<file path="config.mk">
export PLATFORM = sky130hd
export DESIGN_NAME = ccs_regs
export DESIGN_NICKNAME = d
export VERILOG_FILES = /design/src/hdl/ccs_pkg.sv /design/src/hdl/ccs_regs.sv
export SDC_FILE = /design/constraint.sdc
export NUM_CORES = 1
export LEC_CHECK = 0
export BUFFER_PORTS_ARGS = -buffer_cell sky130_fd_sc_hd__buf_2
export CAP_MARGIN = 20
export CORE_MARGIN = 4
export CORE_UTILIZATION = 55
export DETAILED_ROUTE_END_ITERATION = 10
export PLACE_DENSITY = 0.93
export SYNTH_ARGS = -nofsm -noshare
export SYNTH_HDL_FRONTEND = slang
export SYNTH_SLANG_ARGS = --single-unit
</file>
<file path="constraint.sdc">
create_clock -name clk_sys -period 4.35 [get_ports clk_sys]
set_input_delay 0.87 -clock clk_sys [delete_from_list [all_inputs] [get_ports clk_sys]]
set_output_delay 0.87 -clock clk_sys [all_outputs]
set_load 0.01 [all_outputs]
</file>
<file path="src/hdl/ccs_pkg.sv">
// package for the capture and configuration slot control register group
package ccs_pkg;
  localparam int ADDR_W = 12;
  localparam int DATA_W = 32;
  // register offsets from the camera base address
  localparam logic [11:0] OFF_FORMAT = 12'h608;
  localparam logic [11:0] OFF_FREE_RUN = 12'h614;
  localparam logic [11:0] OFF_STORE_CMD = 12'h618;
  localparam logic [11:0] OFF_SINGLE = 12'h61c;
  localparam logic [11:0] OFF_STORE_SLOT = 12'h620;
  localparam logic [11:0] OFF_LOAD_SLOT = 12'h624;
  // field positions
  localparam int FMT_LSB = 0;
  localparam int FMT_W = 3;
  localparam int RUN_BIT = 0;
  localparam int STORE_BIT = 0;
  localparam int SHOT_BIT = 0;
  localparam int BURST_BIT = 1;
  localparam int COUNT_LSB = 16;
  localparam int COUNT_W = 16;
  localparam int SLOT_W = 4;
  localparam int LOAD_W = 2;
  // format codes and reset values
  localparam logic [2:0] FMT_FIXED0 = 3'h0;
  localparam logic [2:0] FMT_SCALABLE = 3'h7;
  localparam logic [2:0] FMT_RESET = 3'h7;
  localparam logic [3:0] STORE_SLOT_RESET = 4'h1;
  localparam logic [1:0] LOAD_SLOT_RESET = 2'h0;
  localparam logic [3:0] SLOT_FIRST_USER = 4'h1;
  localparam logic [3:0] SLOT_LAST = 4'h3;
  localparam int NUM_SLOTS = 4;

  // register access request from the serial bus link layer
  typedef struct packed {
    logic wr;
    logic rd;
    logic [ADDR_W-1:0] addr;
    logic [DATA_W-1:0] wdata;
  } ccs_req_s;

  // working configuration set as held in a memory slot
  typedef struct packed {
    logic [FMT_W-1:0] fmt;
  } ccs_cfg_s;
endpackage

</file>
<file path="src/hdl/ccs_regs.sv">
// capture control and configuration slot register group
// Function
// - free-run bit 0 starts/stops streaming in fixed format 0 or scalable format
// - single-frame bit 0 sends one frame in fixed format 0 or scalable format, then clears itself when sent
// - burst bit 1 and burst count bits 16-31 never affect transmission
// - store bit 0 copies working configuration into the selected slot when it is 1 to 3
// - store command bit returns to zero by itself
// - writing slot 0 to 3 to load register copies slot into working set
// - load register read returns the slot most recently loaded
// - format register holds 3-bit code in bits 0-2, reset to 7
module ccs_regs
  import ccs_pkg::*;
(
  input wire logic clk_sys,
  input wire logic reset,
  input wire ccs_req_s req,
  output logic [DATA_W-1:0] rdData,
  output logic rdValid,
  input wire logic frameSent,
  output logic streamEn,
  output logic shotStart,
  output logic shotBusy,
  output ccs_cfg_s workCfg
);

  ccs_cfg_s work_r;
  ccs_cfg_s slot_r [NUM_SLOTS];
  logic freeRun_r;
  logic shot_r;
  logic shotStart_r;
  logic burstBit_r;
  logic [COUNT_W-1:0] burstCount_r;
  logic [SLOT_W-1:0] storeSlot_r;
  logic [LOAD_W-1:0] lastLoad_r;
  logic [DATA_W-1:0] rdData_r;
  logic rdValid_r;
  logic fmtOk;
  logic wrFormat;
  logic wrFreeRun;
  logic wrStore;
  logic wrSingle;
  logic wrStoreSlot;
  logic wrLoad;
  logic storeOk;
  logic loadOk;
  logic [DATA_W-1:0] rdMux;

  // write strobes per register
  assign wrFormat = req.wr && (req.addr == OFF_FORMAT);
  assign wrFreeRun = req.wr && (req.addr == OFF_FREE_RUN);
  assign wrStore = req.wr && (req.addr == OFF_STORE_CMD);
  assign wrSingle = req.wr && (req.addr == OFF_SINGLE);
  assign wrStoreSlot = req.wr && (req.addr == OFF_STORE_SLOT);
  assign wrLoad = req.wr && (req.addr == OFF_LOAD_SLOT);

  // only fixed format 0 and the scalable format may transmit
  assign fmtOk = (work_r.fmt == FMT_FIXED0) || (work_r.fmt == FMT_SCALABLE);

  // slot checks: load compares the whole write word so upper garbage is rejected; store sees only the kept low nibble
  assign storeOk = wrStore && req.wdata[STORE_BIT]
                   && (storeSlot_r >= SLOT_FIRST_USER)
                   && (storeSlot_r <= SLOT_LAST);
  assign loadOk = wrLoad && (req.wdata <= DATA_W'(SLOT_LAST));

  // working configuration: format writes and slot loads
  always_ff @(posedge clk_sys)
  begin
    if (reset)
    begin
      work_r.fmt <= FMT_RESET;
    end
    else if (loadOk)
    begin
      work_r <= slot_r[req.wdata[LOAD_W-1:0]];
    end
    else if (wrFormat)
    begin
      work_r.fmt <= req.wdata[FMT_LSB +: FMT_W];
    end
  end

  // user slots 1..3 are filled by store commands; slot 0 keeps the default set
  // because storeOk never names it, so every slot has one driver of one kind
  genvar gi;
  generate
    for (gi = 0; gi < NUM_SLOTS; gi++)
    begin : g_slot
      always_ff @(posedge clk_sys)
      begin
        if (reset)
        begin
          slot_r[gi].fmt <= FMT_RESET;
        end
        else if (storeOk && (storeSlot_r == SLOT_W'(gi)))
        begin
          slot_r[gi] <= work_r;
        end
      end
    end
  endgenerate

  // last loaded slot, reported on read
  always_ff @(posedge clk_sys)
  begin
    if (reset)
    begin
      lastLoad_r <= LOAD_SLOT_RESET;
    end
    else if (loadOk)
    begin
      lastLoad_r <= req.wdata[LOAD_W-1:0];
    end
  end

  // store slot select; only the low nibble is kept
  always_ff @(posedge clk_sys)
  begin
    if (reset)
    begin
      storeSlot_r <= STORE_SLOT_RESET;
    end
    else if (wrStoreSlot)
    begin
      storeSlot_r <= req.wdata[SLOT_W-1:0];
    end
  end

  // free-run enable; streaming also drops while the format is unsuitable
  always_ff @(posedge clk_sys)
  begin
    if (reset)
    begin
      freeRun_r <= 1'b0;
    end
    else if (wrFreeRun)
    begin
      freeRun_r <= req.wdata[RUN_BIT];
    end
  end

  assign streamEn = freeRun_r && fmtOk;

  // single frame: a request while busy is ignored, so a completion in the same cycle still clears the frame bit
  always_ff @(posedge clk_sys)
  begin
    if (reset)
    begin
      shot_r <= 1'b0;
      shotStart_r <= 1'b0;
    end
    else
    begin
      shotStart_r <= 1'b0;
      if (wrSingle && req.wdata[SHOT_BIT] && fmtOk && !shot_r)
      begin
        shot_r <= 1'b1;
        shotStart_r <= 1'b1;
      end
      else if (shot_r && frameSent)
      begin
        shot_r <= 1'b0;
      end
    end
  end

  assign shotStart = shotStart_r;
  assign shotBusy = shot_r;

  // burst fields are stored for readback only and feed nothing
  always_ff @(posedge clk_sys)
  begin
    if (reset)
    begin
      burstBit_r <= 1'b0;
      burstCount_r <= '0;
    end
    else if (wrSingle)
    begin
      burstBit_r <= req.wdata[BURST_BIT];
      burstCount_r <= req.wdata[COUNT_LSB +: COUNT_W];
    end
  end

  // read mux; unmapped offsets read as zero
  always_comb
  begin
    rdMux = '0;
    case (req.addr)
      OFF_FORMAT: rdMux[FMT_LSB +: FMT_W] = work_r.fmt;
      OFF_FREE_RUN: rdMux[RUN_BIT] = freeRun_r;
      OFF_STORE_CMD: rdMux = '0;
      OFF_SINGLE:
      begin
        rdMux[SHOT_BIT] = shot_r;
        rdMux[BURST_BIT] = burstBit_r;
        rdMux[COUNT_LSB +: COUNT_W] = burstCount_r;
      end
      OFF_STORE_SLOT: rdMux[SLOT_W-1:0] = storeSlot_r;
      OFF_LOAD_SLOT: rdMux[LOAD_W-1:0] = lastLoad_r;
      default: rdMux = '0;
    endcase
  end

  // registered read data, one cycle after the read strobe
  always_ff @(posedge clk_sys)
  begin
    if (reset)
    begin
      rdData_r <= '0;
      rdValid_r <= 1'b0;
    end
    else
    begin
      rdValid_r <= req.rd;
      if (req.rd)
      begin
        rdData_r <= rdMux;
      end
    end
  end

  assign rdData = rdData_r;
  assign rdValid = rdValid_r;
  assign workCfg = work_r;

endmodule

</file>
Word-level counts from Yosys, hierarchy flattened
Memories as Yosys holds them, arrays and structs flattened.
Index checks and enable logic that the tools add are counted.

word-level totals
  output and inout port bits = 39
  bits of input ports = 49
  word-level logic and storage cells = 81
  register bits = 50
  memories = 1
  bits in writable memories = 12

cells by class
  multiplexer cells = 28
  reduce and logical (&&, ||, !) cells = 25
  order comparisons = 3
  bitwise operators = 4
  equal/unequal tests = 10

memories
  memory  depth  width  read ports  clocked after Yosys merged registers in  wr ports  RTL line        text
  slot_r  4      3      1           0                                        4         ccs_regs.sv:27  ccs_cfg_s slot_r [NUM_SLOTS];

operator list
  kind                                                                               count
  12-bit by 11-bit == test with 1-bit output, second input constant                  6
  32-bit by 2-bit less-or-equal comparator with 1-bit output, second input constant  1
  1-bit logical AND                                                                  19
  1-bit two-way mux                                                                  18
  3-bit two-way mux                                                                  6
  16-bit two-way mux                                                                 1
  4-bit by 2-bit == test with 1-bit output, second input constant                    2
  1-bit case mux with 5 select lines                                                 1
  4-bit by 1-bit == test with 1-bit output, second input constant                    1
  4-bit by 1-bit >= comparator with 1-bit output, second input constant              1
  4-bit by 2-bit less-or-equal comparator with 1-bit output, second input constant   1
  4-bit zero test                                                                    1
  1-bit bitwise OR                                                                   4
  1-bit case mux with 4 select lines                                                 1
  2-bit nonzero test                                                                 2
  3-bit == test, second input constant                                               1
  3-bit zero test                                                                    1
  1-bit case mux with 2 select lines                                                 1
  1-bit zero test                                                                    1
  1-bit logical OR                                                                   1

Depth between registers and ports, before layout
Gate-level depths: netlist of run 1.

  depth after elaboration = 10
  mapped depth = 6
  mapped depth without buffers = 4

Least setup slack after synthesis of run 1
OpenSTA, ideal clock, no wires.

  kind = input to register
  from = in req[34] (netlist name)
  to = mem slot_r[2][0] (netlist name), enable pin
  library setup time = 374 ps
  arrival time = 2195 ps
  setup slack = 1780 ps
  cell stages on the path = 4
  data required time = 3976 ps
  path buffers = 2
  cell sequence = buf_2 -> or4b_1 -> clkbuf_1 -> o41ai_1

RTL lines
  item         RTL line        text
  from (decl)  ccs_regs.sv:16  input wire ccs_req_s req,
  to (decl)    ccs_regs.sv:27

Worst setup path after layout of run 1
  from = in req[39] (netlist name)
  to = reg rdData_r[18], in the netlist rdData[18]

on the way
  longest elaborated chain between the ends = 2

ends and longest elaborated chain
  item                                        RTL line         text
  12-bit by 11-bit == test with 1-bit output  ccs_regs.sv:188  case (req.addr)
  16-bit two-way mux                          ccs_regs.sv:188
  to (signal assigned)                        ccs_regs.sv:217  rdData_r <= rdMux;
  to (decl)                                   ccs_regs.sv:35   logic [DATA_W-1:0] rdData_r;

Every way passes these cells.
A chain may end at the register's enable or synchronous reset.

==> flow_metrics.env, run 1 <==
export IMPL_power_switching_uw=281
export IMPL_grt_max_degree=58
export IMPL_hold_viol=0
export IMPL_num_vias=2808
export IMPL_setup_viol=0
export IMPL_grt_setup_unrepaired="no"
export IMPL_syn_inst=338
export IMPL_busiest_layer="met2"
export IMPL_required_ns=4.61
export IMPL_track_usage_pct=22.9
export IMPL_die_w_um=83.2
export IMPL_ctsResizeCount=0
export IMPL_wl_per_cell_um=15.7
export IMPL_drive_gt1_share_pct=26.2
export IMPL_rr_startpoint="storeSlot_r[0]"
export IMPL_antenna_found_initial=0
export IMPL_via_per_inst=5.80
export IMPL_ys_warn_count=0
export IMPL_slew_headroom_pct=34.8
export IMPL_final_common_cell="buf_2"
export IMPL_syn_area_per_cell_um2=9.21
export IMPL_insertion_delay_ns=0.35
export IMPL_dpl_hpwl_um=5570
export IMPL_fin_cells=484
export IMPL_p_int_uw=898
export IMPL_fin_crit_ns=2.63
export IMPL_grtUsageMet2_pct=35.6
export IMPL_fp_row_count=27
export IMPL_cts_tree="yes"
export IMPL_area_growth_pct=16.7
export IMPL_die_h_um=83.2
export IMPL_min_delay_path_depth=2
export IMPL_gp_congestion=0.936
export IMPL_synth_seq_area_share_pct=43.7
export IMPL_first_iter_violations=246
export IMPL_grt_pass1_wl_um=12600
export IMPL_slew_viol_final=0
export IMPL_final_cell_area_um2=3630
export IMPL_ant_nets=0
export IMPL_power_density_nw_per_um2=324
export IMPL_cp_max_fo=16
export IMPL_power_uw=1180
export IMPL_dp_cells=468
export IMPL_clk_pin_slew_worst_paths_ns=0.07
export IMPL_layout_common_cells="buf_2 (75), dfxtp_1 (50), nand2_1 (45)"
export IMPL_wirelength_um=7600
export IMPL_cts_buffers=9
export IMPL_r2r_setup_slack_ns=2.44
export IMPL_yosysTopAreaCellShare_pct=32.2
export IMPL_cp_start_kind="primary input"
export IMPL_fin_setup_tns_ns=0
export IMPL_cp_arrival_ns=2.89
export IMPL_synthArstFlopShare_pct=0
export IMPL_gr_usage_met3_pct=7.94
export IMPL_ff2ff_path_depth=4
export IMPL_cts_root_buf="clkbuf_8"
export IMPL_synth_edf_count=12
export IMPL_grt_pass1_vias=2661
export IMPL_max_freq_mhz=380
export IMPL_seqPwrFrac_pct=50.3
export IMPL_total_leakage_power_uw=0.00133
export IMPL_path_class="primary input to flip-flop"
export IMPL_min_period_over_period_pct=60.5
export IMPL_hold_buffers=0
export IMPL_ctsHtreeMaxLevel=3
export IMPL_cts_setup_buffers=0
export IMPL_synth_area_um2=3110
export IMPL_final_nets=456
export IMPL_hold_path_end="burstCount_r[10]"
export IMPL_ys_flop_type="dfxtp_1"
export IMPL_die_area_um2=6920
export IMPL_cts_sinks=62
export IMPL_ios=88
export IMPL_firstDrtPassIters=6
export IMPL_status="complete, no violations"
export IMPL_portBuffers=75
export IMPL_worstHoldStart="burstCount_r[10]"
export IMPL_power_frac_clock_pct=41.9
export IMPL_gr_total_overflow=0
export IMPL_ys_seq_elements=62
export IMPL_tightestPinTransition_ns=0.971
export IMPL_max_vdd_ir_drop_mv=0.217
export IMPL_grtUsageMet1_pct=28.8
export IMPL_clockBufferDepth=2
export IMPL_power_frac_comb_pct=7.8
export IMPL_initial_utilization_pct=56.5
export IMPL_drc_errors=0
export IMPL_netlist_cell_type_count=52
export IMPL_n_antenna_cell=0
export IMPL_r2r_end="slot_r[1][2]"
export IMPL_swShare_pct=23.8
export IMPL_cap_viol_max_count=0
export IMPL_dpl_instance_area_um2=3440
export IMPL_clock_skew_ns=0.00432
export IMPL_design_core_area_um2=5510
export IMPL_worstSetupEndpointType="flip-flop"
export IMPL_synth_largest_area_cell="dfxtp_1"
export IMPL_synth_area_top_cells="dfxtp_1 (32%), edfxtp_1 (12%), a21oi_1 (5.8%)"
export IMPL_min_path_type="flip-flop to flip-flop"
-- power by group through the flow --
stage | registers (uW) | clock network [uW] | logic, uW
3_3_place_gp | 605 | 0 | 89.2
4_1_cts | 592 | 498 | 91.0
3_5_place_dp | 605 | 0 | 90.7
2_1_floorplan | 605 | 0 | 56.7
5_1_grt | 593 | 526 | 102
6_report | 592 | 493 | 92.4
-- metal layers --
metal  part of all wire (%)  vias up
met3                     10       15
met4                    2.5        0
li1                       -     1353
met2                     46      158
met1                     41     1282
met5                      0        -
-- final cells by class --
type | instances | area [um^2]
Clock buffer | 14 | 184
Multi-Input combinational cell | 256 | 1600
Tap cell | 72 | 90.1
Fill cell | 453 | 1880
Inverter | 3 | 11.3
Timing Repair Buffer | 75 | 375
Sequential cell | 62 | 1360
Clock inverter | 2 | 11.3
-- worst max path at each step --
stage / startpoint / endpoint / slack (ns) / depth (start not counted)
6_report: req[39] / rdData[18] / 1.72 / 5
5_1_grt: req[39] / shotBusy / 1.56 / 4
4_1_cts: req[39] / rdData[18] / 1.73 / 5
3_5_place_dp: req[39] / shotBusy / 1.42 / 4
3_3_place_gp: req[39] / rdData[29] / 1.51 / 5
2_1_floorplan: req[34] / slot_r[2][0] / 1.78 / 4
-- critical path: stages --
cell and delay [ns]:
buf_2 0.11, or4b_4 0.63, nor4_4 0.88, nand3_1 0.20
a21oi_1 0.19
-- cells in the mapped netlist, types with 7 or more instances --
cell type,count
nand3_1,17
mux2i_1,7
nor4_1,18
clkbuf_1,11
nand2_1,45
edfxtp_1,12
nor2_1,17
dfxtp_1,50
buf_4,13
a21oi_1,36
nand4_1,11
nand2b_1,27
-- flip-flops by register name, summed over array words and instances, names as in the netlist --
name	cells
rdValid	1
workCfg	3
storeSlot_r	4
shotStart	1
burstCount_r	16
slot_r	12
rdData	20
freeRun_r	1
lastLoad_r	2
shotBusy	1
burstBit_r	1
-- stage by stage --
step | hold WS (ns) | utilization (%) | setup slack [ns]
final | 0.459 | 65.9 | 1.72
after floorplan | 0.427 | - | 1.78
after global routing | 0.479 | 65.9 | 1.56
after detailed placement | 0.446 | 62.4 | 1.42
after global placement | 0.437 | 62.4 | 1.51
after CTS | 0.456 | 65.9 | 1.73
-- logic make-up after synthesis --
group	after synthesis	synth area share [%]
simple gates	175	34.2
flops	62	43.7
compound gates	54	10.2
buf+inv	33	6.47
mux	12	5.15
other cells	2	0.241
No activity file was read; power rests on OpenSTA's default activity.
==> run 2: changes to the inputs <==
ABC_AREA = 1   (was default)
CORE_UTILIZATION = 51   (was 55)
PLACE_DENSITY = 0.88   (was 0.93)
clock period = 2.7 ns   (was 4.35 ns; I/O delays follow)
==> flow_metrics.env, run 2 <==
export IMPL_area_growth_pct=18.4
export IMPL_die_area_um2=7040
export IMPL_setup_viol=0
export IMPL_hold_ws_ns=0.398
export IMPL_cts_setup_buffers=0
export IMPL_wirelength_um=6940
export IMPL_hold_viol=0
export IMPL_drive_gt1_share_pct=20.9
export IMPL_max_freq_mhz=500
export IMPL_synth_area_top_cells="dfxtp_1 (34%), edfxtp_1 (12%), nand2_1 (9.2%)"
export IMPL_power_density_nw_per_um2=527
export IMPL_rr_startpoint="storeSlot_r[0]"
export IMPL_r2r_setup_slack_ns=1.08
export IMPL_synth_area_um2=2940
export IMPL_grt_pass1_vias=2581
export IMPL_num_vias=2760
export IMPL_fin_crit_ns=2.00
export IMPL_slew_headroom_pct=59.8
export IMPL_grt_pass1_wl_um=11500
export IMPL_worstHoldStart="frameSent"
export IMPL_fin_cells=550
export IMPL_via_per_inst=5.02
export IMPL_largest_reg_flops=20
export IMPL_synth_most_common_cell="nand2_1"
export IMPL_wl_per_cell_um=12.6
export IMPL_cp_start_kind="flip-flop"
export IMPL_gp_congestion=0.855
export IMPL_clock_skew_ns=0.00864
export IMPL_min_path_type="primary input to flip-flop"
export IMPL_total_leakage_power_uw=0.00159
export IMPL_design_core_area_um2=5540
export IMPL_synth_largest_area_cell="dfxtp_1"
export IMPL_cts_tree="yes"
export IMPL_insertion_delay_ns=0.33
export IMPL_die_w_um=83.9
export IMPL_cts_sinks=62
export IMPL_ctsHtreeMaxLevel=3
export IMPL_r2r_end="slot_r[3][2]"
export IMPL_clk_pin_slew_worst_paths_ns=0.06
export IMPL_hold_path_end="shotBusy"
export IMPL_fp_row_count=27
export IMPL_dp_cells=535
export IMPL_min_delay_path_depth=2
export IMPL_tightestPinTransition_ns=0.602
export IMPL_final_core_utilization_pct=62.8
export IMPL_ant_nets=0
export IMPL_synthArstFlopShare_pct=0
export IMPL_critPathTopFamily="buffers and inverters"
export IMPL_firstDrtPassIters=4
export IMPL_hold_buffers=0
export IMPL_slew_viol_final=0
export IMPL_grt_setup_unrepaired="no"
export IMPL_cp_arrival_ns=1.46
export IMPL_min_period_over_period_pct=74.1
export IMPL_synth_edf_count=12
export IMPL_initial_utilization_pct=53.0
export IMPL_cp_max_fo=5
export IMPL_worstSetupEndpointType="primary output"
export IMPL_layout_common_cells="buf_2 (75), nand2_1 (72), inv_1 (51)"
export IMPL_ys_warn_count=0
export IMPL_die_h_um=83.9
export IMPL_cts_root_buf="clkbuf_8"
export IMPL_track_usage_pct=20.2
export IMPL_synth_seq_area_share_pct=46.3
export IMPL_cap_viol_max_count=0
export IMPL_slowest_stage="dfxtp_1"
export IMPL_dpl_hpwl_um=5290
export IMPL_max_stage_delay_ns=0.33
export IMPL_status="complete, no violations"
export IMPL_required_ns=2.16
export IMPL_portBuffers=75
export IMPL_gr_total_overflow=0
export IMPL_max_vdd_ir_drop_mv=0.351
export IMPL_ff2ff_path_depth=6
export IMPL_fin_setup_tns_ns=0
export IMPL_ios=88
export IMPL_final_cell_area_um2=3480
export IMPL_critPathBufInv=3
export IMPL_final_nets=523
export IMPL_yosysTopAreaCellShare_pct=34.1
export IMPL_synth_common_cells="nand2_1 (72), inv_1 (51), dfxtp_1 (50)"
export IMPL_path_class="flip-flop to primary output"
export IMPL_netlist_cell_type_count=31
export IMPL_crit_chain="inv_1 -> a21oi_1 -> a21oi_1 -> inv_1 -> nor2_1 -> buf_2"
export IMPL_grt_max_degree=35
export IMPL_n_antenna_cell=0
export IMPL_antenna_found_initial=0
export IMPL_ys_seq_elements=62
export IMPL_first_iter_violations=231
export IMPL_dpl_instance_area_um2=3290
export IMPL_final_common_cell="buf_2"
export IMPL_ys_flop_type="dfxtp_1"
export IMPL_syn_area_per_cell_um2=7.34
export IMPL_cts_buffers=9
export IMPL_path_depth=6
export IMPL_syn_inst=400
export IMPL_drc_errors=0
export IMPL_ctsResizeCount=0
export IMPL_fillers=506
export IMPL_clockBufferDepth=2
run 2: changes by cell type in the layout (fill, tap and decap cells not counted), moves of 6 or more:
| cell | previous run | this run |
|---|---|---|
| inv_1 | 3 | 51 |
| mux2i_1 | 7 | 1 |
| nand2_1 | 45 | 72 |
| nand2b_1 | 27 | 0 |
| nand3_1 | 17 | 38 |
| nand4_1 | 11 | 4 |
| nor2_1 | 17 | 49 |
| nor4_1 | 18 | 0 |
| o21ai_0 | 3 | 17 |
| o21ai_1 | 0 | 13 |
run 2: how the worst max path moves through the flow:
| stage | startpoint | end | slack, ns |
|---|---|---|---|
| 2_1_floorplan | req[43] | slot_r[3][0] | 0.87 |
| 3_3_place_gp | reset | slot_r[3][0] | 0.65 |
| 3_5_place_dp | reset | slot_r[3][1] | 0.59 |
| 4_1_cts | workCfg[0] | streamEn | 0.70 |
| 5_1_grt | workCfg[0] | streamEn | 0.61 |
| 6_report | workCfg[0] | streamEn | 0.70 |
run 2: worst register-to-register path, stage by stage (launching register included):
cell and delay, ns:
dfxtp_1 0.40, nor2_1 0.07, nor2_1 0.11, nand3_1 0.10
nor2_1 0.16, nand2_1 0.09, o21ai_0 0.35
run 2: cell type report:
type                    instances  area [um^2]  share of cell area (%)
flip-flops and latches         62         1360                    39.2
multi-input cells             270         1250                    35.8
repair buffers                 78          398                    11.4
inverters                      53          199                    5.72
clock buffers                  12          166                    4.79
well taps                      72         90.1                    2.59
clock inverters                 3         16.3                   0.468
run 2: routing by layer:
metal / up-vias / wire, um / global-route usage (%)
met2: 90 / 3410 / 33.4
li1: 1410 / - / -
met4: 0 / 120 / 10.4
met3: 9 / 408 / 3.95
met5: - / 0 / 0
met1: 1251 / 3000 / 24.8
run 2: stage by stage:
stage,power (uW),setup slack (ns)
6_report,1830,0.700
3_3_place_gp,1100,0.654
5_1_grt,1900,0.613
2_1_floorplan,1060,0.872
3_5_place_dp,1110,0.587
4_1_cts,1840,0.702
run 2: logic make-up after synthesis:
kind of cell           count (synthesis)  synth area share, %
other                                  2                0.256
AND/OR/NAND/NOR                      179                 26.9
buffers and inverters                 81                 12.9
multiplexers                           1                0.341
flip-flops                            62                 46.3
AO/OA/AOI/OAI                         75                 13.2
run 2: power breakdown:
| group | total [uW] | switching [uW] | internal (uW) |
|---|---|---|---|
| Combinational | 134 | 85.7 | 48.3 |
| Sequential | 952 | 2.45 | 950 |
| Clock | 746 | 339 | 406 |
| Total | 1830 | 427 | 1400 |
==> run 3: changes to the inputs <==
clock period = 2.01 ns   (was 2.7 ns; I/O delays follow)
==> flow_metrics.env, run 3 (synthesis results as in run 2) <==
export IMPL_status="complete, no violations"
export IMPL_max_freq_mhz=547
export IMPL_grt_pass1_vias=2639
export IMPL_wirelength_um=7230
export IMPL_ctsHtreeMaxLevel=3
export IMPL_r2r_end="slot_r[3][1]"
export IMPL_fillers=503
export IMPL_cts_buffers=9
export IMPL_ctsResizeCount=0
export IMPL_cp_max_fo=5
export IMPL_crit_chain="inv_1 -> a21oi_1 -> a21oi_1 -> inv_1 -> nor2_1 -> buf_2"
export IMPL_layout_common_cells="buf_2 (75), nand2_1 (72), inv_1 (51)"
export IMPL_setup_viol=0
export IMPL_worstSetupEndpointType="primary output"
export IMPL_portBuffers=75
export IMPL_clk_pin_slew_worst_paths_ns=0.07
export IMPL_fin_crit_ns=1.83
export IMPL_required_ns=1.61
export IMPL_clock_skew_ns=0.00533
export IMPL_cp_start_kind="flip-flop"
export IMPL_hold_buffers=0
export IMPL_dpl_hpwl_um=5300
export IMPL_critPathTopFamily="buffers and inverters"
export IMPL_total_leakage_power_uw=0.00161
export IMPL_hold_ws_ns=0.243
export IMPL_initial_utilization_pct=53.0
export IMPL_cts_tree="yes"
export IMPL_clockBufferDepth=2
export IMPL_wl_per_cell_um=13.0
export IMPL_ios=88
export IMPL_die_h_um=83.9
export IMPL_rr_startpoint="storeSlot_r[0]"
export IMPL_ff2ff_path_depth=7
export IMPL_die_area_um2=7040
export IMPL_final_common_cell="buf_2"
export IMPL_cts_setup_buffers=0
export IMPL_largest_reg_flops=20
export IMPL_cap_viol_max_count=0
export IMPL_grt_max_degree=35
export IMPL_design_core_area_um2=5540
export IMPL_cts_sinks=62
export IMPL_drc_errors=0
export IMPL_num_vias=2814
export IMPL_min_delay_path_depth=2
export IMPL_cts_root_buf="clkbuf_8"
export IMPL_die_w_um=83.9
export IMPL_cp_arrival_ns=1.43
export IMPL_final_nets=526
export IMPL_grt_pass1_wl_um=11900
export IMPL_grt_setup_unrepaired="no"
export IMPL_area_growth_pct=20.4
export IMPL_max_vdd_ir_drop_mv=0.384
export IMPL_fp_row_count=27
export IMPL_track_usage_pct=21.0
export IMPL_slowest_stage="dfxtp_1"
export IMPL_path_class="flip-flop to primary output"
export IMPL_via_per_inst=5.08
export IMPL_hold_path_end="shotBusy"
export IMPL_max_stage_delay_ns=0.34
export IMPL_gr_total_overflow=0
export IMPL_hold_viol=0
export IMPL_ant_nets=0
export IMPL_first_iter_violations=184
export IMPL_gp_congestion=0.874
export IMPL_firstDrtPassIters=4
export IMPL_insertion_delay_ns=0.34
export IMPL_min_path_type="primary input to flip-flop"
export IMPL_drive_gt1_share_pct=21.6
export IMPL_worstHoldStart="frameSent"
export IMPL_min_period_over_period_pct=90.9
export IMPL_r2r_setup_slack_ns=0.24
export IMPL_fin_setup_tns_ns=0
export IMPL_antenna_found_initial=0
export IMPL_slew_viol_final=0
export IMPL_critPathBufInv=3
export IMPL_n_antenna_cell=0
export IMPL_power_density_nw_per_um2=760
## run 3: changes by cell type in the layout (fill, tap and decap cells not counted)
| cell | before | now |
|---|---|---|
| clkinvlp_4 | 0 | 1 |
| buf_4 | 3 | 6 |
| clkbuf_16 | 1 | 0 |
| inv_4 | 1 | 2 |
| clkinv_2 | 2 | 0 |
| bufinv_16 | 0 | 2 |
## run 3: stage by stage
stage / area, um^2 / instances / util (%) / setup WS (ns) / power (uW)
floorplan: 2990 / 413 / - / 0.320 / 1420
global placement: 3320 / 538 / 59.9 / 0.147 / 1480
detailed placement: 3320 / 538 / 59.9 / 0.0338 / 1490
CTS: 3540 / 554 / 63.9 / 0.156 / 2700
global route: 3540 / 554 / 63.9 / 0.0299 / 2790
finish: 3540 / 554 / 63.9 / 0.182 / 2690
## run 3: layout make-up
type	instances	area [um^2]	share of cell area, %
Sequential cell	62	1360	38.5
Multi-Input combinational cell	270	1250	35.2
Timing Repair Buffer	81	420	11.9
Inverter	53	199	5.62
Clock buffer	11	141	4.00
Tap cell	72	90.1	2.55
Clock inverter	5	80.1	2.26
## run 3: per-layer routing
layer  GRT usage, %  share of wire [%]  vias up  wire length (um)
li1               -                  -     1418                 -
met1           24.2                 40     1249              2880
met2           35.5                 48      128              3490
met3           5.82                8.6       19               621
met4           10.8                3.2        0               233
met5              0                  0        -                 0
## run 3: worst reg2reg max path, stage by stage (launching register included)
cell	delay [ns]
dfxtp_1	0.45
nor2_1	0.08
nor2_1	0.16
nand3_1	0.11
nor2_1	0.21
nand2_1	0.10
nor3_1	0.30
nand2_1	0.10
## run 3: power breakdown
part / leakage [uW] / switching (uW) / internal (uW) / total, uW
logic: 0.00101 / 117 / 67.2 / 185
registers: 0.000494 / 3.72 / 1280 / 1280
clock network: 0.000110 / 493 / 733 / 1230
## run 3: worst max-delay path by stage
stage                    start           end  slack, ns  cells after the start
floorplan              req[43]  slot_r[3][0]       0.32                      9
global placement       req[43]  slot_r[3][1]       0.15                     11
detailed placement     req[43]  slot_r[3][1]       0.03                     11
CTS                 workCfg[0]      streamEn       0.16                      6
global route        workCfg[1]      streamEn       0.03                      6
finish              workCfg[0]      streamEn       0.18                      6
